--- config.mk ---
export PLATFORM = sky130hd
export DESIGN_NAME = isae_top
export DESIGN_NICKNAME = d
export VERILOG_FILES = /design/src/design/isae_pkg.sv /design/src/design/isae_top.sv
export SDC_FILE = /design/constraint.sdc
export NUM_CORES = 1
export LEC_CHECK = 0
export BUFFER_PORTS_ARGS = -buffer_cell sky130_fd_sc_hd__buf_2
export CORE_MARGIN = 3
export CORE_UTILIZATION = 59
export DETAILED_ROUTE_END_ITERATION = 7
export GPL_TIMING_DRIVEN = 0
export PLACE_DENSITY_LB_ADDON = 0.3
export SETUP_SLACK_MARGIN = 0.05
export SYNTH_ARGS = -nofsm -noshare
export SYNTH_HDL_FRONTEND = slang
export SYNTH_SLANG_ARGS = --single-unit
--- constraint.sdc ---
create_clock -name sys_clk -period 4.1 [get_ports sys_clk]
set_input_delay 0.205 -clock sys_clk [delete_from_list [all_inputs] [get_ports sys_clk]]
set_output_delay 0.205 -clock sys_clk [all_outputs]
set_load 0.05 [all_outputs]
--- src/design/isae_pkg.sv ---
// Package for the slave-side serial address engine: register map, field
// positions, reset values, bit counts and address class codes.
// Assumes a 32-bit Avalon-MM register bus with byte addressing.
package isae_pkg;

    // ----------------------------------------------------------------
    // Register byte offsets
    // ----------------------------------------------------------------
    localparam logic [4:0] OFS_SLAVE_ADDRESS = 5'h00;
    localparam logic [4:0] OFS_PORT_CONTROL = 5'h04;
    localparam logic [4:0] OFS_STATUS = 5'h08;
    localparam logic [4:0] OFS_RECEIVE_BUFFER = 5'h0C;
    localparam logic [4:0] OFS_TRANSMIT_REG = 5'h10;

    // ----------------------------------------------------------------
    // Field positions
    // ----------------------------------------------------------------
    // port_control
    localparam int CTL_SLAVE_ENABLE = 0;
    localparam int CTL_TEN_BIT_MODE = 1;
    localparam int CTL_SCL_RELEASE = 2;
    // status
    localparam int STS_RX_FULL = 0;
    localparam int STS_RX_OVERFLOW = 1;
    localparam int STS_EVENT = 2;
    localparam int STS_TEN_MATCH = 3;
    localparam int STS_TX_MODE = 4;
    localparam int STS_CLASS_LSB = 5;

    // ----------------------------------------------------------------
    // Widths, reset values and constants
    // ----------------------------------------------------------------
    localparam int ADDR_W = 10;
    localparam logic [9:0] SLAVE_ADDRESS_RST = 10'h000;
    localparam logic [3:0] BYTE_BITS = 4'h8;
    localparam logic [4:0] TEN_BIT_PREFIX = 5'h1E;

    // Address class of a received 7-bit address
    localparam logic [2:0] CLS_NORMAL = 3'h0;
    localparam logic [2:0] CLS_GENERAL_CALL = 3'h1;
    localparam logic [2:0] CLS_RESERVED_LO = 3'h2;
    localparam logic [2:0] CLS_HS_MASTER = 3'h3;
    localparam logic [2:0] CLS_TEN_BIT_PREFIX = 3'h4;
    localparam logic [2:0] CLS_RESERVED_HI = 3'h5;
    localparam logic [6:0] A7_RSV_LO_MAX = 7'h03;
    localparam logic [6:0] A7_HS_MAX = 7'h07;
    localparam logic [6:0] A7_TEN_MIN = 7'h78;
    localparam logic [6:0] A7_TEN_MAX = 7'h7B;

    typedef enum logic [3:0] {
        S_IDLE = 4'h0,
        S_ADDR = 4'h1,
        S_ADDR_ACK = 4'h3,
        S_RX = 4'h2,
        S_RX_ACK = 4'h6,
        S_TX_HOLD = 4'h7,
        S_TX = 4'h5,
        S_TX_ACK = 4'h4,
        S_ADDR2 = 4'hB
    } isae_state_e;

endpackage

--- src/design/isae_top.sv ---
// Slave-side serial address engine: address match (7/10 bit), slave
// receive, and slave transmit (7-bit address only) with clock stretching, Avalon-MM registers.
// Assumes open-drain SCL/SDA resolved outside, pins asynchronous to sys_clk.
`timescale 1ns/100ps
module isae_top (
    input wire logic sys_clk,
    input wire logic arst_n,
    input wire logic [4:0] avs_address,
    input wire logic [3:0] avs_byteenable,
    input wire logic avs_read,
    input wire logic avs_write,
    input wire logic [31:0] avs_writedata,
    output logic [31:0] avs_readdata,
    output logic avs_waitrequest,
    input wire logic scl_i,
    output logic scl_o,
    output logic scl_oe_n,
    input wire logic sda_i,
    output logic sda_o,
    output logic sda_oe_n
);

    // ----------------------------------------------------------------
    // Reset release
    // ----------------------------------------------------------------
    logic rst_m_q;
    logic rst_n;

    always_ff @(posedge sys_clk or negedge arst_n) begin
        if (!arst_n) begin
            rst_m_q <= 1'b0;
            rst_n <= 1'b0;
        end else begin
            rst_m_q <= 1'b1;
            rst_n <= rst_m_q;
        end
    end

    // ----------------------------------------------------------------
    // Pin synchronisers and line events
    // ----------------------------------------------------------------
    logic scl_m_q, scl_s_q, scl_p_q;
    logic sda_m_q, sda_s_q, sda_p_q;
    logic scl_rise, scl_fall, start_det, stop_det;

    always_ff @(posedge sys_clk or negedge rst_n) begin
        if (!rst_n) begin
            scl_m_q <= 1'b1;
            scl_s_q <= 1'b1;
            scl_p_q <= 1'b1;
            sda_m_q <= 1'b1;
            sda_s_q <= 1'b1;
            sda_p_q <= 1'b1;
        end else begin
            scl_m_q <= scl_i;
            scl_s_q <= scl_m_q;
            scl_p_q <= scl_s_q;
            sda_m_q <= sda_i;
            sda_s_q <= sda_m_q;
            sda_p_q <= sda_s_q;
        end
    end

    assign scl_rise = scl_s_q & ~scl_p_q;
    assign scl_fall = ~scl_s_q & scl_p_q;
    // SDA moving while SCL stays high marks Start or Stop
    assign start_det = scl_s_q & scl_p_q & sda_p_q & ~sda_s_q;
    assign stop_det = scl_s_q & scl_p_q & ~sda_p_q & sda_s_q;

    // ----------------------------------------------------------------
    // Register state
    // ----------------------------------------------------------------
    logic [9:0] slave_address_q;
    logic slave_enable_q, ten_bit_address_mode_q, scl_release_q;
    logic receive_buffer_full_q, receive_overflow_q, slave_event_flag_q;
    logic ten_bit_match_flag_q;
    logic [7:0] receive_buffer_q, transmit_register_q;
    logic [2:0] addr_class_q;

    isae_pkg::isae_state_e state_q;
    logic [3:0] cnt_q;
    logic [7:0] receive_shifter_q, tx_shift_q;
    logic rw_q, partial_q, rx_ack_q, master_ack_q;

    // ----------------------------------------------------------------
    // Avalon-MM slave: one wait cycle, then the answer
    // ----------------------------------------------------------------
    logic bus_ack_q, wr_en, rd_en;
    logic [31:0] rdata_d;

    assign avs_waitrequest = (avs_read | avs_write) & ~bus_ack_q;
    assign wr_en = avs_write & bus_ack_q;
    assign rd_en = avs_read & bus_ack_q;

    always_comb begin
        rdata_d = 32'h0000_0000;
        case (avs_address[4:2])
            isae_pkg::OFS_SLAVE_ADDRESS[4:2]: rdata_d[9:0] = slave_address_q;
            isae_pkg::OFS_PORT_CONTROL[4:2]: begin
                rdata_d[isae_pkg::CTL_SLAVE_ENABLE] = slave_enable_q;
                rdata_d[isae_pkg::CTL_TEN_BIT_MODE] = ten_bit_address_mode_q;
                rdata_d[isae_pkg::CTL_SCL_RELEASE] = scl_release_q;
            end
            isae_pkg::OFS_STATUS[4:2]: begin
                rdata_d[isae_pkg::STS_RX_FULL] = receive_buffer_full_q;
                rdata_d[isae_pkg::STS_RX_OVERFLOW] = receive_overflow_q;
                rdata_d[isae_pkg::STS_EVENT] = slave_event_flag_q;
                rdata_d[isae_pkg::STS_TEN_MATCH] = ten_bit_match_flag_q;
                rdata_d[isae_pkg::STS_TX_MODE] = rw_q;
                rdata_d[isae_pkg::STS_CLASS_LSB +: 3] = addr_class_q;
            end
            isae_pkg::OFS_RECEIVE_BUFFER[4:2]: rdata_d[7:0] = receive_buffer_q;
            isae_pkg::OFS_TRANSMIT_REG[4:2]: rdata_d[7:0] = transmit_register_q;
            default: rdata_d = 32'h0000_0000;
        endcase
    end

    always_ff @(posedge sys_clk or negedge rst_n) begin
        if (!rst_n) begin
            bus_ack_q <= 1'b0;
            avs_readdata <= 32'h0000_0000;
        end else begin
            bus_ack_q <= (avs_read | avs_write) & ~bus_ack_q;
            if (avs_read & ~bus_ack_q) begin
                avs_readdata <= rdata_d;
            end
        end
    end

    logic wr_addr, wr_ctl, wr_sts, wr_tx, rd_rx;
    assign wr_addr = wr_en && avs_address[4:2] == isae_pkg::OFS_SLAVE_ADDRESS[4:2];
    assign wr_ctl = wr_en && avs_byteenable[0] && avs_address[4:2] == isae_pkg::OFS_PORT_CONTROL[4:2];
    assign wr_sts = wr_en && avs_byteenable[0] && avs_address[4:2] == isae_pkg::OFS_STATUS[4:2];
    assign wr_tx = wr_en && avs_byteenable[0] && avs_address[4:2] == isae_pkg::OFS_TRANSMIT_REG[4:2];
    assign rd_rx = rd_en && avs_address[4:2] == isae_pkg::OFS_RECEIVE_BUFFER[4:2];

    // ----------------------------------------------------------------
    // Address comparison and classification
    // ----------------------------------------------------------------
    logic byte_done, ack_fall, addr7_hit, ten_hi_hit, lo_hit;
    logic [2:0] class_d;
    logic [6:0] a7;

    assign byte_done = scl_fall && cnt_q == isae_pkg::BYTE_BITS;
    assign ack_fall = scl_fall && (state_q == isae_pkg::S_ADDR_ACK || state_q == isae_pkg::S_RX_ACK
                                   || state_q == isae_pkg::S_TX_ACK);
    assign addr7_hit = receive_shifter_q[7:1] == slave_address_q[6:0];
    assign ten_hi_hit = receive_shifter_q[7:3] == isae_pkg::TEN_BIT_PREFIX
                        && receive_shifter_q[2:1] == slave_address_q[9:8];
    assign lo_hit = receive_shifter_q == slave_address_q[7:0];
    assign a7 = receive_shifter_q[7:1];

    always_comb begin
        class_d = isae_pkg::CLS_NORMAL;
        if (a7 == 7'h00) begin
            class_d = isae_pkg::CLS_GENERAL_CALL;
        end else if (a7 <= isae_pkg::A7_RSV_LO_MAX) begin
            class_d = isae_pkg::CLS_RESERVED_LO;
        end else if (a7 <= isae_pkg::A7_HS_MAX) begin
            class_d = isae_pkg::CLS_HS_MASTER;
        end else if (a7 >= isae_pkg::A7_TEN_MIN && a7 <= isae_pkg::A7_TEN_MAX) begin
            class_d = isae_pkg::CLS_TEN_BIT_PREFIX;
        end else if (a7 > isae_pkg::A7_TEN_MAX) begin
            class_d = isae_pkg::CLS_RESERVED_HI;
        end
    end

    // ----------------------------------------------------------------
    // Protocol state machine
    // ----------------------------------------------------------------
    always_ff @(posedge sys_clk or negedge rst_n) begin
        if (!rst_n) begin
            state_q <= isae_pkg::S_IDLE;
            cnt_q <= 4'h0;
            receive_shifter_q <= 8'h00;
            tx_shift_q <= 8'hFF;
            rw_q <= 1'b0;
            partial_q <= 1'b0;
            rx_ack_q <= 1'b0;
            master_ack_q <= 1'b0;
            ten_bit_match_flag_q <= 1'b0;
            addr_class_q <= isae_pkg::CLS_NORMAL;
        end else if (!slave_enable_q || stop_det) begin
            state_q <= isae_pkg::S_IDLE;
            cnt_q <= 4'h0;
        end else if (start_det) begin
            state_q <= isae_pkg::S_ADDR;
            cnt_q <= 4'h0;
            rw_q <= 1'b0;
        end else begin
            if (scl_rise && (state_q == isae_pkg::S_ADDR || state_q == isae_pkg::S_ADDR2
                             || state_q == isae_pkg::S_RX)) begin
                receive_shifter_q <= {receive_shifter_q[6:0], sda_s_q};
                cnt_q <= cnt_q + 4'h1;
            end
            case (state_q)
                isae_pkg::S_ADDR: begin
                    if (byte_done) begin
                        cnt_q <= 4'h0;
                        addr_class_q <= class_d;
                        rw_q <= receive_shifter_q[0];
                        if (!ten_bit_address_mode_q) begin
                            partial_q <= 1'b0;
                            state_q <= addr7_hit ? isae_pkg::S_ADDR_ACK : isae_pkg::S_IDLE;
                        end else if (ten_hi_hit && !receive_shifter_q[0]) begin
                            partial_q <= 1'b1;
                            ten_bit_match_flag_q <= 1'b0;
                            state_q <= isae_pkg::S_ADDR_ACK;
                        end else begin
                            ten_bit_match_flag_q <= 1'b0;
                            state_q <= isae_pkg::S_IDLE;
                        end
                    end
                end
                isae_pkg::S_ADDR2: begin
                    if (byte_done) begin
                        cnt_q <= 4'h0;
                        partial_q <= 1'b0;
                        ten_bit_match_flag_q <= lo_hit;
                        state_q <= lo_hit ? isae_pkg::S_ADDR_ACK : isae_pkg::S_IDLE;
                    end
                end
                isae_pkg::S_ADDR_ACK: begin
                    if (scl_fall) begin
                        if (partial_q) begin
                            state_q <= isae_pkg::S_ADDR2;
                        end else if (rw_q) begin
                            state_q <= isae_pkg::S_TX_HOLD;
                        end else begin
                            state_q <= isae_pkg::S_RX;
                        end
                    end
                end
                isae_pkg::S_RX: begin
                    if (byte_done) begin
                        cnt_q <= 4'h0;
                        rx_ack_q <= !receive_buffer_full_q && !receive_overflow_q;
                        state_q <= isae_pkg::S_RX_ACK;
                    end
                end
                isae_pkg::S_RX_ACK: begin
                    if (scl_fall) begin
                        state_q <= isae_pkg::S_RX;
                    end
                end
                isae_pkg::S_TX_HOLD: begin
                    if (scl_release_q) begin
                        tx_shift_q <= transmit_register_q;
                        cnt_q <= 4'h0;
                        state_q <= isae_pkg::S_TX;
                    end
                end
                isae_pkg::S_TX: begin
                    if (scl_fall) begin
                        tx_shift_q <= {tx_shift_q[6:0], 1'b1};
                        cnt_q <= cnt_q + 4'h1;
                        if (cnt_q == isae_pkg::BYTE_BITS - 4'h1) begin
                            state_q <= isae_pkg::S_TX_ACK;
                        end
                    end
                end
                isae_pkg::S_TX_ACK: begin
                    if (scl_rise) begin
                        master_ack_q <= ~sda_s_q;
                    end
                    if (scl_fall) begin
                        // A NACK ends the read; the master follows with Stop
                        state_q <= master_ack_q ? isae_pkg::S_TX_HOLD : isae_pkg::S_IDLE;
                    end
                end
                default: state_q <= isae_pkg::S_IDLE;
            endcase
        end
    end

    // ----------------------------------------------------------------
    // Software-visible control and flags; hardware set wins over clear
    // ----------------------------------------------------------------
    logic rx_load, rx_lost;
    assign rx_load = state_q == isae_pkg::S_RX && byte_done && !receive_buffer_full_q && !start_det;
    assign rx_lost = state_q == isae_pkg::S_RX && byte_done && receive_buffer_full_q && !start_det;

    always_ff @(posedge sys_clk or negedge rst_n) begin
        if (!rst_n) begin
            slave_address_q <= isae_pkg::SLAVE_ADDRESS_RST;
        end else if (wr_addr) begin
            if (avs_byteenable[0]) begin
                slave_address_q[7:0] <= avs_writedata[7:0];
            end
            if (avs_byteenable[1]) begin
                slave_address_q[9:8] <= avs_writedata[9:8];
            end
        end
    end

    always_ff @(posedge sys_clk or negedge rst_n) begin
        if (!rst_n) begin
            slave_enable_q <= 1'b0;
            ten_bit_address_mode_q <= 1'b0;
            scl_release_q <= 1'b0;
        end else begin
            if (wr_ctl) begin
                slave_enable_q <= avs_writedata[isae_pkg::CTL_SLAVE_ENABLE];
                ten_bit_address_mode_q <= avs_writedata[isae_pkg::CTL_TEN_BIT_MODE];
            end
            // Cleared on entry to the stretch; a write of one in that cycle still wins
            if (wr_ctl && avs_writedata[isae_pkg::CTL_SCL_RELEASE]) begin
                scl_release_q <= 1'b1;
            end else if (ack_fall && ((state_q == isae_pkg::S_ADDR_ACK && rw_q && !partial_q)
                                      || (state_q == isae_pkg::S_TX_ACK && master_ack_q))) begin
                scl_release_q <= 1'b0;
            end else if (state_q == isae_pkg::S_TX) begin
                scl_release_q <= 1'b0;
            end
        end
    end

    always_ff @(posedge sys_clk or negedge rst_n) begin
        if (!rst_n) begin
            receive_buffer_q <= 8'h00;
            receive_buffer_full_q <= 1'b0;
            receive_overflow_q <= 1'b0;
        end else begin
            if (rx_load) begin
                receive_buffer_q <= receive_shifter_q;
                receive_buffer_full_q <= 1'b1;
            end else if (rd_rx) begin
                receive_buffer_full_q <= 1'b0;
            end
            if (rx_lost) begin
                receive_overflow_q <= 1'b1;
            end else if (wr_sts && avs_writedata[isae_pkg::STS_RX_OVERFLOW]) begin
                receive_overflow_q <= 1'b0;
            end
        end
    end

    always_ff @(posedge sys_clk or negedge rst_n) begin
        if (!rst_n) begin
            slave_event_flag_q <= 1'b0;
            transmit_register_q <= 8'h00;
        end else begin
            if (ack_fall && !start_det && !stop_det && slave_enable_q) begin
                slave_event_flag_q <= 1'b1;
            end else if (wr_sts && avs_writedata[isae_pkg::STS_EVENT]) begin
                slave_event_flag_q <= 1'b0;
            end
            if (wr_tx) begin
                transmit_register_q <= avs_writedata[7:0];
            end
        end
    end

    // ----------------------------------------------------------------
    // Open-drain pin drive, registered
    // ----------------------------------------------------------------
    logic sda_drive_d, scl_drive_d;
    assign sda_drive_d = state_q == isae_pkg::S_ADDR_ACK
                         || (state_q == isae_pkg::S_RX_ACK && rx_ack_q)
                         || (state_q == isae_pkg::S_TX && !tx_shift_q[7]);
    assign scl_drive_d = state_q == isae_pkg::S_TX_HOLD && !scl_release_q;

    always_ff @(posedge sys_clk or negedge rst_n) begin
        if (!rst_n) begin
            sda_oe_n <= 1'b1;
            scl_oe_n <= 1'b1;
        end else begin
            sda_oe_n <= ~sda_drive_d;
            scl_oe_n <= ~scl_drive_d;
        end
    end

    assign sda_o = 1'b0;
    assign scl_o = 1'b0;
endmodule

==> flow_metrics.tcl, run 1 <==
set metrics [dict create \
    cp.arrival_ns 2.53 \
    cell_internal_pwr_uw 1400 \
    grt_pass1_wl_mm 17.6 \
    crit_path_start_kind "register" \
    synthCells 447 \
    numClockSinks 85 \
    regArea_um2 2150 \
    finalSetupViolations 0 \
    htreeDepth 3 \
    setup.worst_path.end_class "register" \
    num_vias 3653 \
    min_period_ns 2.28 \
    crit_path_max_incr_delay_ns 0.45 \
    seqPwrFrac 0.486 \
    synthDistinctLibCells 72 \
    required_ns 4.35 \
    fill_cells 574 \
    clock_latency_ns 0.37 \
    leakage_uw 0.00240 \
    regToRegEndpoint "receive_buffer_q[5]" \
    cts_max_path_buffers 2 \
    syn_to_final_growth_pct 14.2 \
    grt_pass1_vias 3455 \
    cpMaxStageDelayCell "dfrtp_1" \
    dpl_cell_area_um2 5150 \
    grt-ovfl-total 0 \
    drc 0 \
    vdd_drop_max_mv 0.301 \
    synth_seq_area_share 0.453 \
    drtIter0Drc 270 \
    synth_seq_cells 85 \
    io_pins 84 \
    critPathLaunch "cnt_q[0]" \
    drtAntennaViolNets 0 \
    vias_per_cell 5.84 \
    skew_ns 0.0148 \
    wl_per_cell_um 17.5 \
    netlist_area_um2 4740 \
    worstPathCellList "inv_1 -> ha_1 -> nand3b_1 -> nor2_2 -> nand3_2 -> nor2_4 -> mux2_2" \
    maxCapViolations 0 \
    initial_core_util 0.611 \
    cts_root_buffer "clkbuf_8" \
    hold_start "avs_writedata[8]" \
    final_nets 567 \
    dr.pass1.iters 5 \
    synth_ff_type "dfrtp_1" \
    die_h_um 95.7 \
    reg2reg_slack_ns 1.82 \
    hold_class "in2reg" \
    wl_met1_mm 4.84 \
    grtUsageTotal 0.253 \
    status "finished clean" \
    finalMaxSlewViolations 0 \
    rsz0062_at_grt "no" \
    hold_violations 0 \
    top_layer "met4" \
    finalSetupTns_ns 0 \
    async_reset_ff_frac 1.00 \
    yosysTopAreaCellShare 0.364 \
    drive_gt1_frac 0.294 \
    synth_area_leader_cell "dfrtp_1" \
    stdcell_area_um2 5420 \
    multi_input_area_um2 2300 \
    gp_congestion 0.908 \
    grt_max_degree 71 \
    routed_wl_mm 10.9 \
    worstMarginPinSlew_ns 0.857 \
    whs_path_depth 2 \
    power.density_nw_per_um2 373 \
    placementRows 32 \
    antenna_found_initial 0 \
    diodes 0 \
    total_power_uw 2020 \
    sw_frac_of_total 0.305 \
    route.met3.wl_um 806 \
    r2r_start "cnt_q[0]" \
    die_w_um 95.7 \
    clkTransAtPathRegs_ns 0.10 \
    core_um2 7770 \
    met2_length_mm 5.12 \
    comb_power_share 0.173 \
    post-dp-hpwl_mm 8.04 \
    hold_path_end "slave_address_q[8]" \
    cts_made_buffers 9 \
    port_buffers 33 \
    fmax_mhz 439 \
    timing.final.crit_share 0.556 \
    slew_headroom 0.425 \
    crit_fanout 9 \
    clock_power_share 0.341 \
    synth_edf_count 0 \
    switchingPower_uw 615 \
    synthTopCellsByArea "dfrtp_1 36%, dfstp_2 8.9%, mux2_2 7.1%, buf_4 4.1%, xnor2_1 3.5%" \
    ys_warn_count 0 \
    path_class "reg2reg" \
    ctsResizeCount 0 \
    tritoncts "done" \
    avgSynthCellArea_um2 10.6 \
    ff2ff_path_depth 7 \
    die_area_um2 9150 \
]
[placed cells by master (no fill, tap or decap), types with 17 or more instances in the layout]
| cell | count |
|---|---|
| dfrtp_1 | 68 |
| buf_2 | 39 |
| nand2_1 | 35 |
| mux2_2 | 30 |
| buf_4 | 26 |
| o21ai_0 | 26 |
| conb_1 | 25 |
| nor2_1 | 22 |
| xnor2_1 | 19 |
| a21oi_1 | 17 |
[state kept, by name (all words and copies together), names as in the netlist, 3 cells and up]
register,cells
addr_class_q,3
state_q,4
slave_address_q,10
avs_readdata,10
receive_buffer_q,8
transmit_register_q,8
cnt_q,4
receive_shifter_q,8
tx_shift_q,8
[area by class of cell]
class,instances,area share
plain buffers,48,0.0596
multi-input cells,320,0.424
clock inverters,6,0.0176
flip-flops and latches,85,0.397
well taps,102,0.0236
clock buffers,10,0.0254
repair buffers,37,0.0411
inverters,17,0.0118
[cell families after synthesis]
family,synth area share
flip-flops,0.453
AND/OR/NAND/NOR,0.147
other,0.00158
adder cells (fa/ha/maj),0.00527
multiplexers,0.128
buffers and inverters,0.0815
AO/OA/AOI/OAI,0.149
XOR/XNOR,0.0351
[per-layer routing]
layer / track usage / up-vias
li1: - / 1706
met1: 0.359 / 1791
met2: 0.389 / 139
met3: 0.0600 / 17
met4: 0.0699 / 0
met5: 0 / -
[stage by stage]
stage / util / instances / hold slack, ns / setup slack [ns]
after global routing: 0.697 / 625 / 0.0709 / 1.73
after floorplan: - / 470 / -0.0906 / 1.59
final: 0.697 / 625 / 0.0782 / 1.82
after global placement: 0.660 / 605 / -0.00971 / 0.654
after CTS: 0.697 / 625 / 0.0723 / 1.87
after detailed placement: 0.664 / 606 / -0.00679 / 1.88
[cells in the mapped netlist (3+ instances only)]
cell type,instances
dfstp_2,16
nor4_1,3
buf_4,26
a21oi_1,17
xnor2_1,19
a22oi_1,4
mux2_2,30
dfrtp_1,69
clkbuf_1,11
nand3_1,7
a31oi_1,3
o41ai_1,4
nor2_1,22
nor2b_1,6
o21ai_1,6
o21ai_0,26
o31ai_1,5
nand2b_1,6
a22o_1,5
nand3b_1,3
buf_2,6
mux2i_1,14
inv_1,16
nand4_1,7
a21o_1,3
mux2_1,8
buf_6,5
nand2_1,35
nor3_1,8
[timing repair]
action,in CTS,in global routing
setup buffers,0,0
hold buffers,3,0
hold endpoints to repair,4,0
[critical path, delay by kind of cell (launching register included)]
| kind | cells | cell delay (ns) |
|---|---|---|
| simple gates | 4 | 1.06 |
| flops | 1 | 0.45 |
| mux | 1 | 0.39 |
| fa+ha+maj | 1 | 0.16 |
| buf+inv | 1 | 0.10 |
[power groups by stage]
stage / Combinational [uW] / Clock [uW] / Sequential [uW]
after CTS: 348 / 693 / 980
after floorplan: 236 / 0 / 1000
final: 349 / 688 / 982
after global placement: 321 / 0 / 1000
after global routing: 378 / 729 / 992
after detailed placement: 344 / 0 / 996
[worst max-delay path by stage]
stage	endpoint	depth (start not counted)
2_1_floorplan	addr_class_q[0]	0
4_1_cts	receive_buffer_q[5]	7
3_3_place_gp	avs_readdata[9]	0
5_1_grt	receive_buffer_q[5]	7
6_report	receive_buffer_q[5]	7
3_5_place_dp	receive_buffer_q[5]	7
Note: power is estimated with default switching activity, not from simulation.
==> run 2: changes to the inputs <==
--- a/config.mk
+++ b/config.mk
@@ -5,9 +5,10 @@
 export SDC_FILE = /design/constraint.sdc
 export NUM_CORES = 1
 export LEC_CHECK = 0
+export ABC_AREA = 1
 export BUFFER_PORTS_ARGS = -buffer_cell sky130_fd_sc_hd__buf_2
 export CORE_MARGIN = 3
-export CORE_UTILIZATION = 59
+export CORE_UTILIZATION = 56
 export DETAILED_ROUTE_END_ITERATION = 7
 export GPL_TIMING_DRIVEN = 0
 export PLACE_DENSITY_LB_ADDON = 0.3
==> constraint.sdc (replaced) <==
create_clock -name sys_clk -period 2.4 [get_ports sys_clk]
set_input_delay 0.12 -clock sys_clk [delete_from_list [all_inputs] [get_ports sys_clk]]
set_output_delay 0.12 -clock sys_clk [all_outputs]
set_load 0.05 [all_outputs]
==> flow_metrics.tcl, run 2 <==
set metrics [dict create \
    status "finished clean" \
    clock_latency_ns 0.37 \
    cts_root_buffer "clkbuf_8" \
    mostFrequentLayoutCell "nand2_1" \
    die_w_um 95.4 \
    post-dp-hpwl_mm 7.82 \
    cts_made_buffers 9 \
    yosysTopAreaCellShare 0.386 \
    synth_commonest_cells "161 x nand2_1, 69 x dfrtp_1, 57 x inv_1" \
    final_cell_mix "161 x nand2_1, 68 x dfrtp_1, 57 x inv_1" \
    cts_max_path_buffers 2 \
    min_period_ns 1.78 \
    grt-ovfl-total 0 \
    synthCells 563 \
    fmax_mhz 563 \
    sw_frac_of_total 0.335 \
    slew_headroom 0.513 \
    seqPwrFrac 0.497 \
    ctsResizeCount 0 \
    initial_core_util 0.598 \
    worstMarginPinSlew_ns 0.728 \
    wl_per_cell_um 14.0 \
    setup.worst_path.end_class "register" \
    diodes 0 \
    crit_path_start_kind "register" \
    io_pins 84 \
    htreeDepth 3 \
    netlist_area_um2 4480 \
    vias_per_cell 5.29 \
    grt_pass1_wl_mm 17.5 \
    synth_ff_type "dfrtp_1" \
    tritoncts "done" \
    worstPathCellList "inv_1 -> a31oi_4 -> nand2_2 -> inv_1 -> nand2_1 -> a21oi_1 -> nand2_1 -> o21ai_0" \
    ys_warn_count 0 \
    port_buffers 33 \
    synth_area_leader_cell "dfrtp_1" \
    setup_ws_ns 0.623 \
    cp.arrival_ns 2.07 \
    grt_pass1_vias 3696 \
    dr.pass1.iters 5 \
    hold_violations 0 \
    synth_seq_cells 85 \
    die_area_um2 9100 \
    numClockSinks 85 \
    maxCapViolations 0 \
    final_nets 687 \
    finalSetupViolations 0 \
    cp_top_family "flip-flops" \
    rsz0062_at_grt "no" \
    avgSynthCellArea_um2 7.95 \
    path_class "reg2reg" \
    antenna_found_initial 0 \
    synth_edf_count 0 \
    post_cts_buffers 0 \
    die_h_um 95.4 \
    power.density_nw_per_um2 668 \
    synth_most_common_cell "nand2_1" \
    grt_max_degree 57 \
    num_vias 3924 \
    clock_power_share 0.314 \
    drive_gt1_frac 0.204 \
    synthDistinctLibCells 39 \
    total_power_uw 3440 \
    switchingPower_uw 1150 \
    utilization 0.689 \
    core_um2 7490 \
    crit_path_max_incr_delay_ns 0.53 \
    crit_fanout 7 \
    synthTopCellsByArea "dfrtp_1 39%, nand2_1 14%, dfstp_2 9.4%, o21ai_0 5.8%, inv_1 4.8%" \
    finalMaxSlewViolations 0 \
    comb_power_share 0.189 \
    whs_ns 0.00906 \
    drtIter0Drc 258 \
    critPathBufInv 2 \
    drc 0 \
    ctsHoldBuffers 6 \
    cpMaxStageDelayCell "dfstp_2" \
    grtUsageTotal 0.249 \
    required_ns 2.69 \
    gp_congestion 0.932 \
    clkTransAtPathRegs_ns 0.10 \
    hold_class "in2reg" \
    cell_internal_pwr_uw 2290 \
    place_ws_ns 0.633 \
    leakage_uw 0.00254 \
    drtAntennaViolNets 0 \
    skew_ns 0.0139 \
    reg.largest.list "avs_readdata x10, slave_address_q x10" \
    vdd_drop_max_mv 0.528 \
    routed_wl_mm 10.4 \
    synth_seq_area_share 0.480 \
    timing.final.crit_share 0.740 \
    syn_to_final_growth_pct 15.3 \
    placementRows 31 \
    async_reset_ff_frac 1.00 \
    finalSetupTns_ns 0 \
]
==> run 2: cell count changes in the layout (fill, tap and decap cells not counted), moves of 12 or more <==
cell / previous run / this run
mux2_2: 30 / 4
nor2_1: 22 / 48
nand2_1: 35 / 161
xnor2_1: 19 / 2
mux2i_1: 14 / 0
nand3_1: 7 / 19
inv_1: 16 / 57
o21ai_0: 26 / 52
==> run 2: logic make-up (layout without fill, tap and decap cells) <==
kind of cell / Yosys count / after routing / share of synthesized area
flops: 85 / 85 / 0.480
buf+inv: 95 / 152 / 0.106
other cells: 2 / 25 / 0.00168
compound gates: 98 / 98 / 0.124
xor+xnor: 4 / 4 / 0.00783
fa+ha+maj: 2 / 2 / 0.00559
mux: 4 / 4 / 0.0101
simple gates: 273 / 273 / 0.265
==> run 2: layout make-up <==
cell class	instances	area [um2]
fillers	621	2330
flip-flops and latches	85	2150
multi-input cells	406	1940
repair buffers	41	263
plain buffers	32	236
inverters	63	236
clock buffers	10	138
well taps	99	124
clock inverters	6	68.8
==> run 2: tightest hold or removal path, stage by stage <==
cell and delay, ns:
buf_2 0.09, inv_1 0.05, o21ai_0 0.07
==> run 2: path summary, 6_finish.rpt <==
path                             startpoint                      to  slack [ns]  cells past startpoint
max                                 sda_p_q         addr_class_q[1]        0.62                      8
min                        avs_writedata[7]      slave_address_q[7]       0.009                      3
max reg2reg                         sda_p_q         addr_class_q[1]        0.62                      8
min reg2reg                           rst_n  transmit_register_q[6]        0.26                      0
max in group asynchronous             rst_n                 sda_m_q        1.49                      1
min in group asynchronous            arst_n                   rst_n        0.05                      2
==> run 2: per-stage QoR <==
step           area [um2]  std cells
2_1_floorplan        4560        586
3_3_place_gp         4850        718
3_5_place_dp         4880        719
4_1_cts              5150        741
5_1_grt              5160        742
6_report             5160        742
==> run 2: power by group through the flow <==
stage	combinational (uW)	sequential [uW]	clock, uW
finish	653	1710	1080
global route	732	1730	1160
CTS	652	1710	1090
detailed placement	642	1740	0
global placement	603	1750	0
floorplan	434	1760	0
==> run 2: layer usage <==
| layer | global-route usage | routed length (um) | up-vias | share of wire |
|---|---|---|---|---|
| met2 | 0.413 | 5140 | 128 | 0.49 |
| met5 | 0 | 0 | - | 0 |
| li1 | - | - | 1922 | - |
| met1 | 0.323 | 4480 | 1853 | 0.43 |
| met4 | 0.0735 | 232 | 0 | 0.022 |
| met3 | 0.0655 | 558 | 21 | 0.054 |
==> run 3: changes to the inputs <==
--- a/config.mk
+++ b/config.mk
@@ -8,7 +8,7 @@
 export ABC_AREA = 1
 export BUFFER_PORTS_ARGS = -buffer_cell sky130_fd_sc_hd__buf_2
 export CORE_MARGIN = 3
-export CORE_UTILIZATION = 56
+export CORE_UTILIZATION = 50
 export DETAILED_ROUTE_END_ITERATION = 7
 export GPL_TIMING_DRIVEN = 0
 export PLACE_DENSITY_LB_ADDON = 0.3
==> constraint.sdc (replaced) <==
create_clock -name sys_clk -period 1.55 [get_ports sys_clk]
set_input_delay 0.0775 -clock sys_clk [delete_from_list [all_inputs] [get_ports sys_clk]]
set_output_delay 0.0775 -clock sys_clk [all_outputs]
set_load 0.05 [all_outputs]
==> flow_metrics.tcl, run 3 (synthesized netlist as in run 2, its figures left out) <==
set metrics [dict create \
    status "complete, but fails checks" \
    failed_checks "negative setup slack" \
    num_vias 4245 \
    vias_per_cell 5.38 \
    clkTransAtPathRegs_ns 0.09 \
    final_cell_mix "149 x nand2_1, 63 x dfrtp_1, 45 x inv_1, 45 x buf_4, 37 x o21ai_0" \
    cts_root_buffer "clkbuf_8" \
    diodes 0 \
    cp.arrival_ns 1.94 \
    timing.final.crit_share 1.06 \
    dpl_cell_area_um2 4910 \
    htreeDepth 3 \
    placementRows 33 \
    power.density_nw_per_um2 953 \
    finalMaxSlewViolations 0 \
    setup.worst_path.end_class "register" \
    hold_class "in2reg" \
    final_cells 789 \
    final_nets 728 \
    stdcell_area_um2 5930 \
    maxCapViolations 0 \
    clock_latency_ns 0.37 \
    drive_gt1_frac 0.354 \
    crit_cells 10 \
    total_power_uw 5650 \
    vdd_drop_max_mv 0.851 \
    drc 0 \
    wl_per_cell_um 15.8 \
    top_layer "met4" \
    r2r_start "state_q[3]" \
    critPathLaunch "state_q[3]" \
    antenna_found_initial 0 \
    tritoncts "done" \
    skew_ns 0.0152 \
    drtIter0Drc 227 \
    mostFrequentLayoutCell "nand2_1" \
    whs_ns 0.0439 \
    routed_wl_mm 12.5 \
    dp_cells 725 \
    io_pins 84 \
    drtAntennaViolNets 0 \
    path_class "reg2reg" \
    crit_path_start_kind "register" \
    dr.pass1.iters 5 \
    required_ns 1.84 \
    critPathBufInv 3 \
    port_buffers 33 \
    gp_congestion 0.921 \
    syn_to_final_growth_pct 32.5 \
    regToRegEndpoint "tx_shift_q[6]" \
    route.met3.wl_um 763 \
    min_period_ns 1.65 \
    setup_ws_ns -0.0997 \
    cts_max_path_buffers 2 \
    grt_pass1_wl_mm 20.0 \
    met2_length_mm 6.23 \
    setup.worst_path.end "tx_shift_q[6]" \
    worstPathCellList "inv_4 -> nand2_4 -> nor2_2 -> nand2_2 -> nand2_4 -> nor3_4 -> buf_6 -> buf_4 -> nor2_2 -> a31oi_4" \
    wl_met1_mm 5.05 \
    core_um2 8460 \
    grtUsageTotal 0.249 \
    rsz0062_at_grt "yes" \
    cts_made_buffers 9 \
    crit_fanout 7 \
    crit_path_max_incr_delay_ns 0.47 \
    post-dp-hpwl_mm 8.19 \
    regArea_um2 2160 \
    die_w_um 101 \
    reg.largest.list "avs_readdata x10, slave_address_q x10" \
    grt_pass1_vias 4122 \
    die_h_um 101 \
    cp_top_family "simple AND/OR/NAND/NOR gates" \
    leakage_uw 0.00286 \
    die_area_um2 10100 \
    initial_core_util 0.529 \
    fill_cells 631 \
    ff2ff_path_depth 10 \
    finalSetupViolations 27 \
    cpMaxStageDelayCell "dfrtp_2" \
    reg2reg_slack_ns -0.1 \
    grt_max_degree 59 \
    fmax_mhz 606 \
    multi_input_area_um2 2290 \
    hold_violations 0 \
    numClockSinks 85 \
    grt-ovfl-total 0 \
]
run 3: cell types whose count changed in the layout (fill, tap and decap cells not counted), moves of 7 or more:
cell / change
buf_4: +21
o21ai_0: -15
o21ai_2: +15
nor2_1: -14
buf_6: +12
inv_1: -12
nand2_1: -12
inv_2: +9
nand2_4: +9
dlygate4sd3_1: +8
nor2_2: +7
nor2_4: +7
run 3: worst min path at each step:
stage,endpoint,from,slack [ns],depth (start not counted)
finish,ten_bit_address_mode_q,avs_writedata[1],0.04,3
global route,ten_bit_address_mode_q,avs_writedata[1],0.07,3
CTS,ten_bit_address_mode_q,avs_writedata[1],0.03,3
detailed placement,rst_m_q,arst_n,-0.14,1
global placement,rst_m_q,arst_n,-0.14,1
floorplan,rst_m_q,arst_n,-0.22,0
run 3: cell type report:
cell class / count / area share
plain buffers: 32 / 0.0418
well taps: 105 / 0.0222
flip-flops and latches: 85 / 0.364
clock inverters: 7 / 0.0165
inverters: 63 / 0.0412
multi-input cells: 407 / 0.386
repair buffers: 81 / 0.108
clock buffers: 9 / 0.0209
run 3: where the power goes:
group	total [uW]	internal, uW	switching (uW)
clock	1770	913	859
combinational	1210	427	785
sequential	2670	2420	246
run 3: repair_timing:
item	in CTS	in global routing
buffers inserted	18	11
hold buffers	15	0
pin swaps	9	16
resized for setup	55	77
hold endpoints to repair	19	0
setup endpoints to repair	51	57
gates cloned	3	1
run 3: metal layers:
metal,GRT usage,vias up
li1,-,2007
met1,0.308,2018
met2,0.420,180
met3,0.0616,40
met4,0.0922,0
met5,0,-
run 3: per-stage QoR:
stage | util | worst slack (ns) | TNS (ns)
global route | 0.700 | -0.145 | -3.36
global placement | 0.576 | -0.338 | -24.89
finish | 0.700 | -0.0997 | -1.40
detailed placement | 0.580 | -0.208 | -3.47
CTS | 0.662 | -0.0657 | -0.366
floorplan | - | 0.0412 | 0
run 3: worst min-delay path: cells and delay by family:
family	cells	cell delay (ns)
AOI/OAI and AO/OA	1	0.13
buffers and inverters	2	0.15
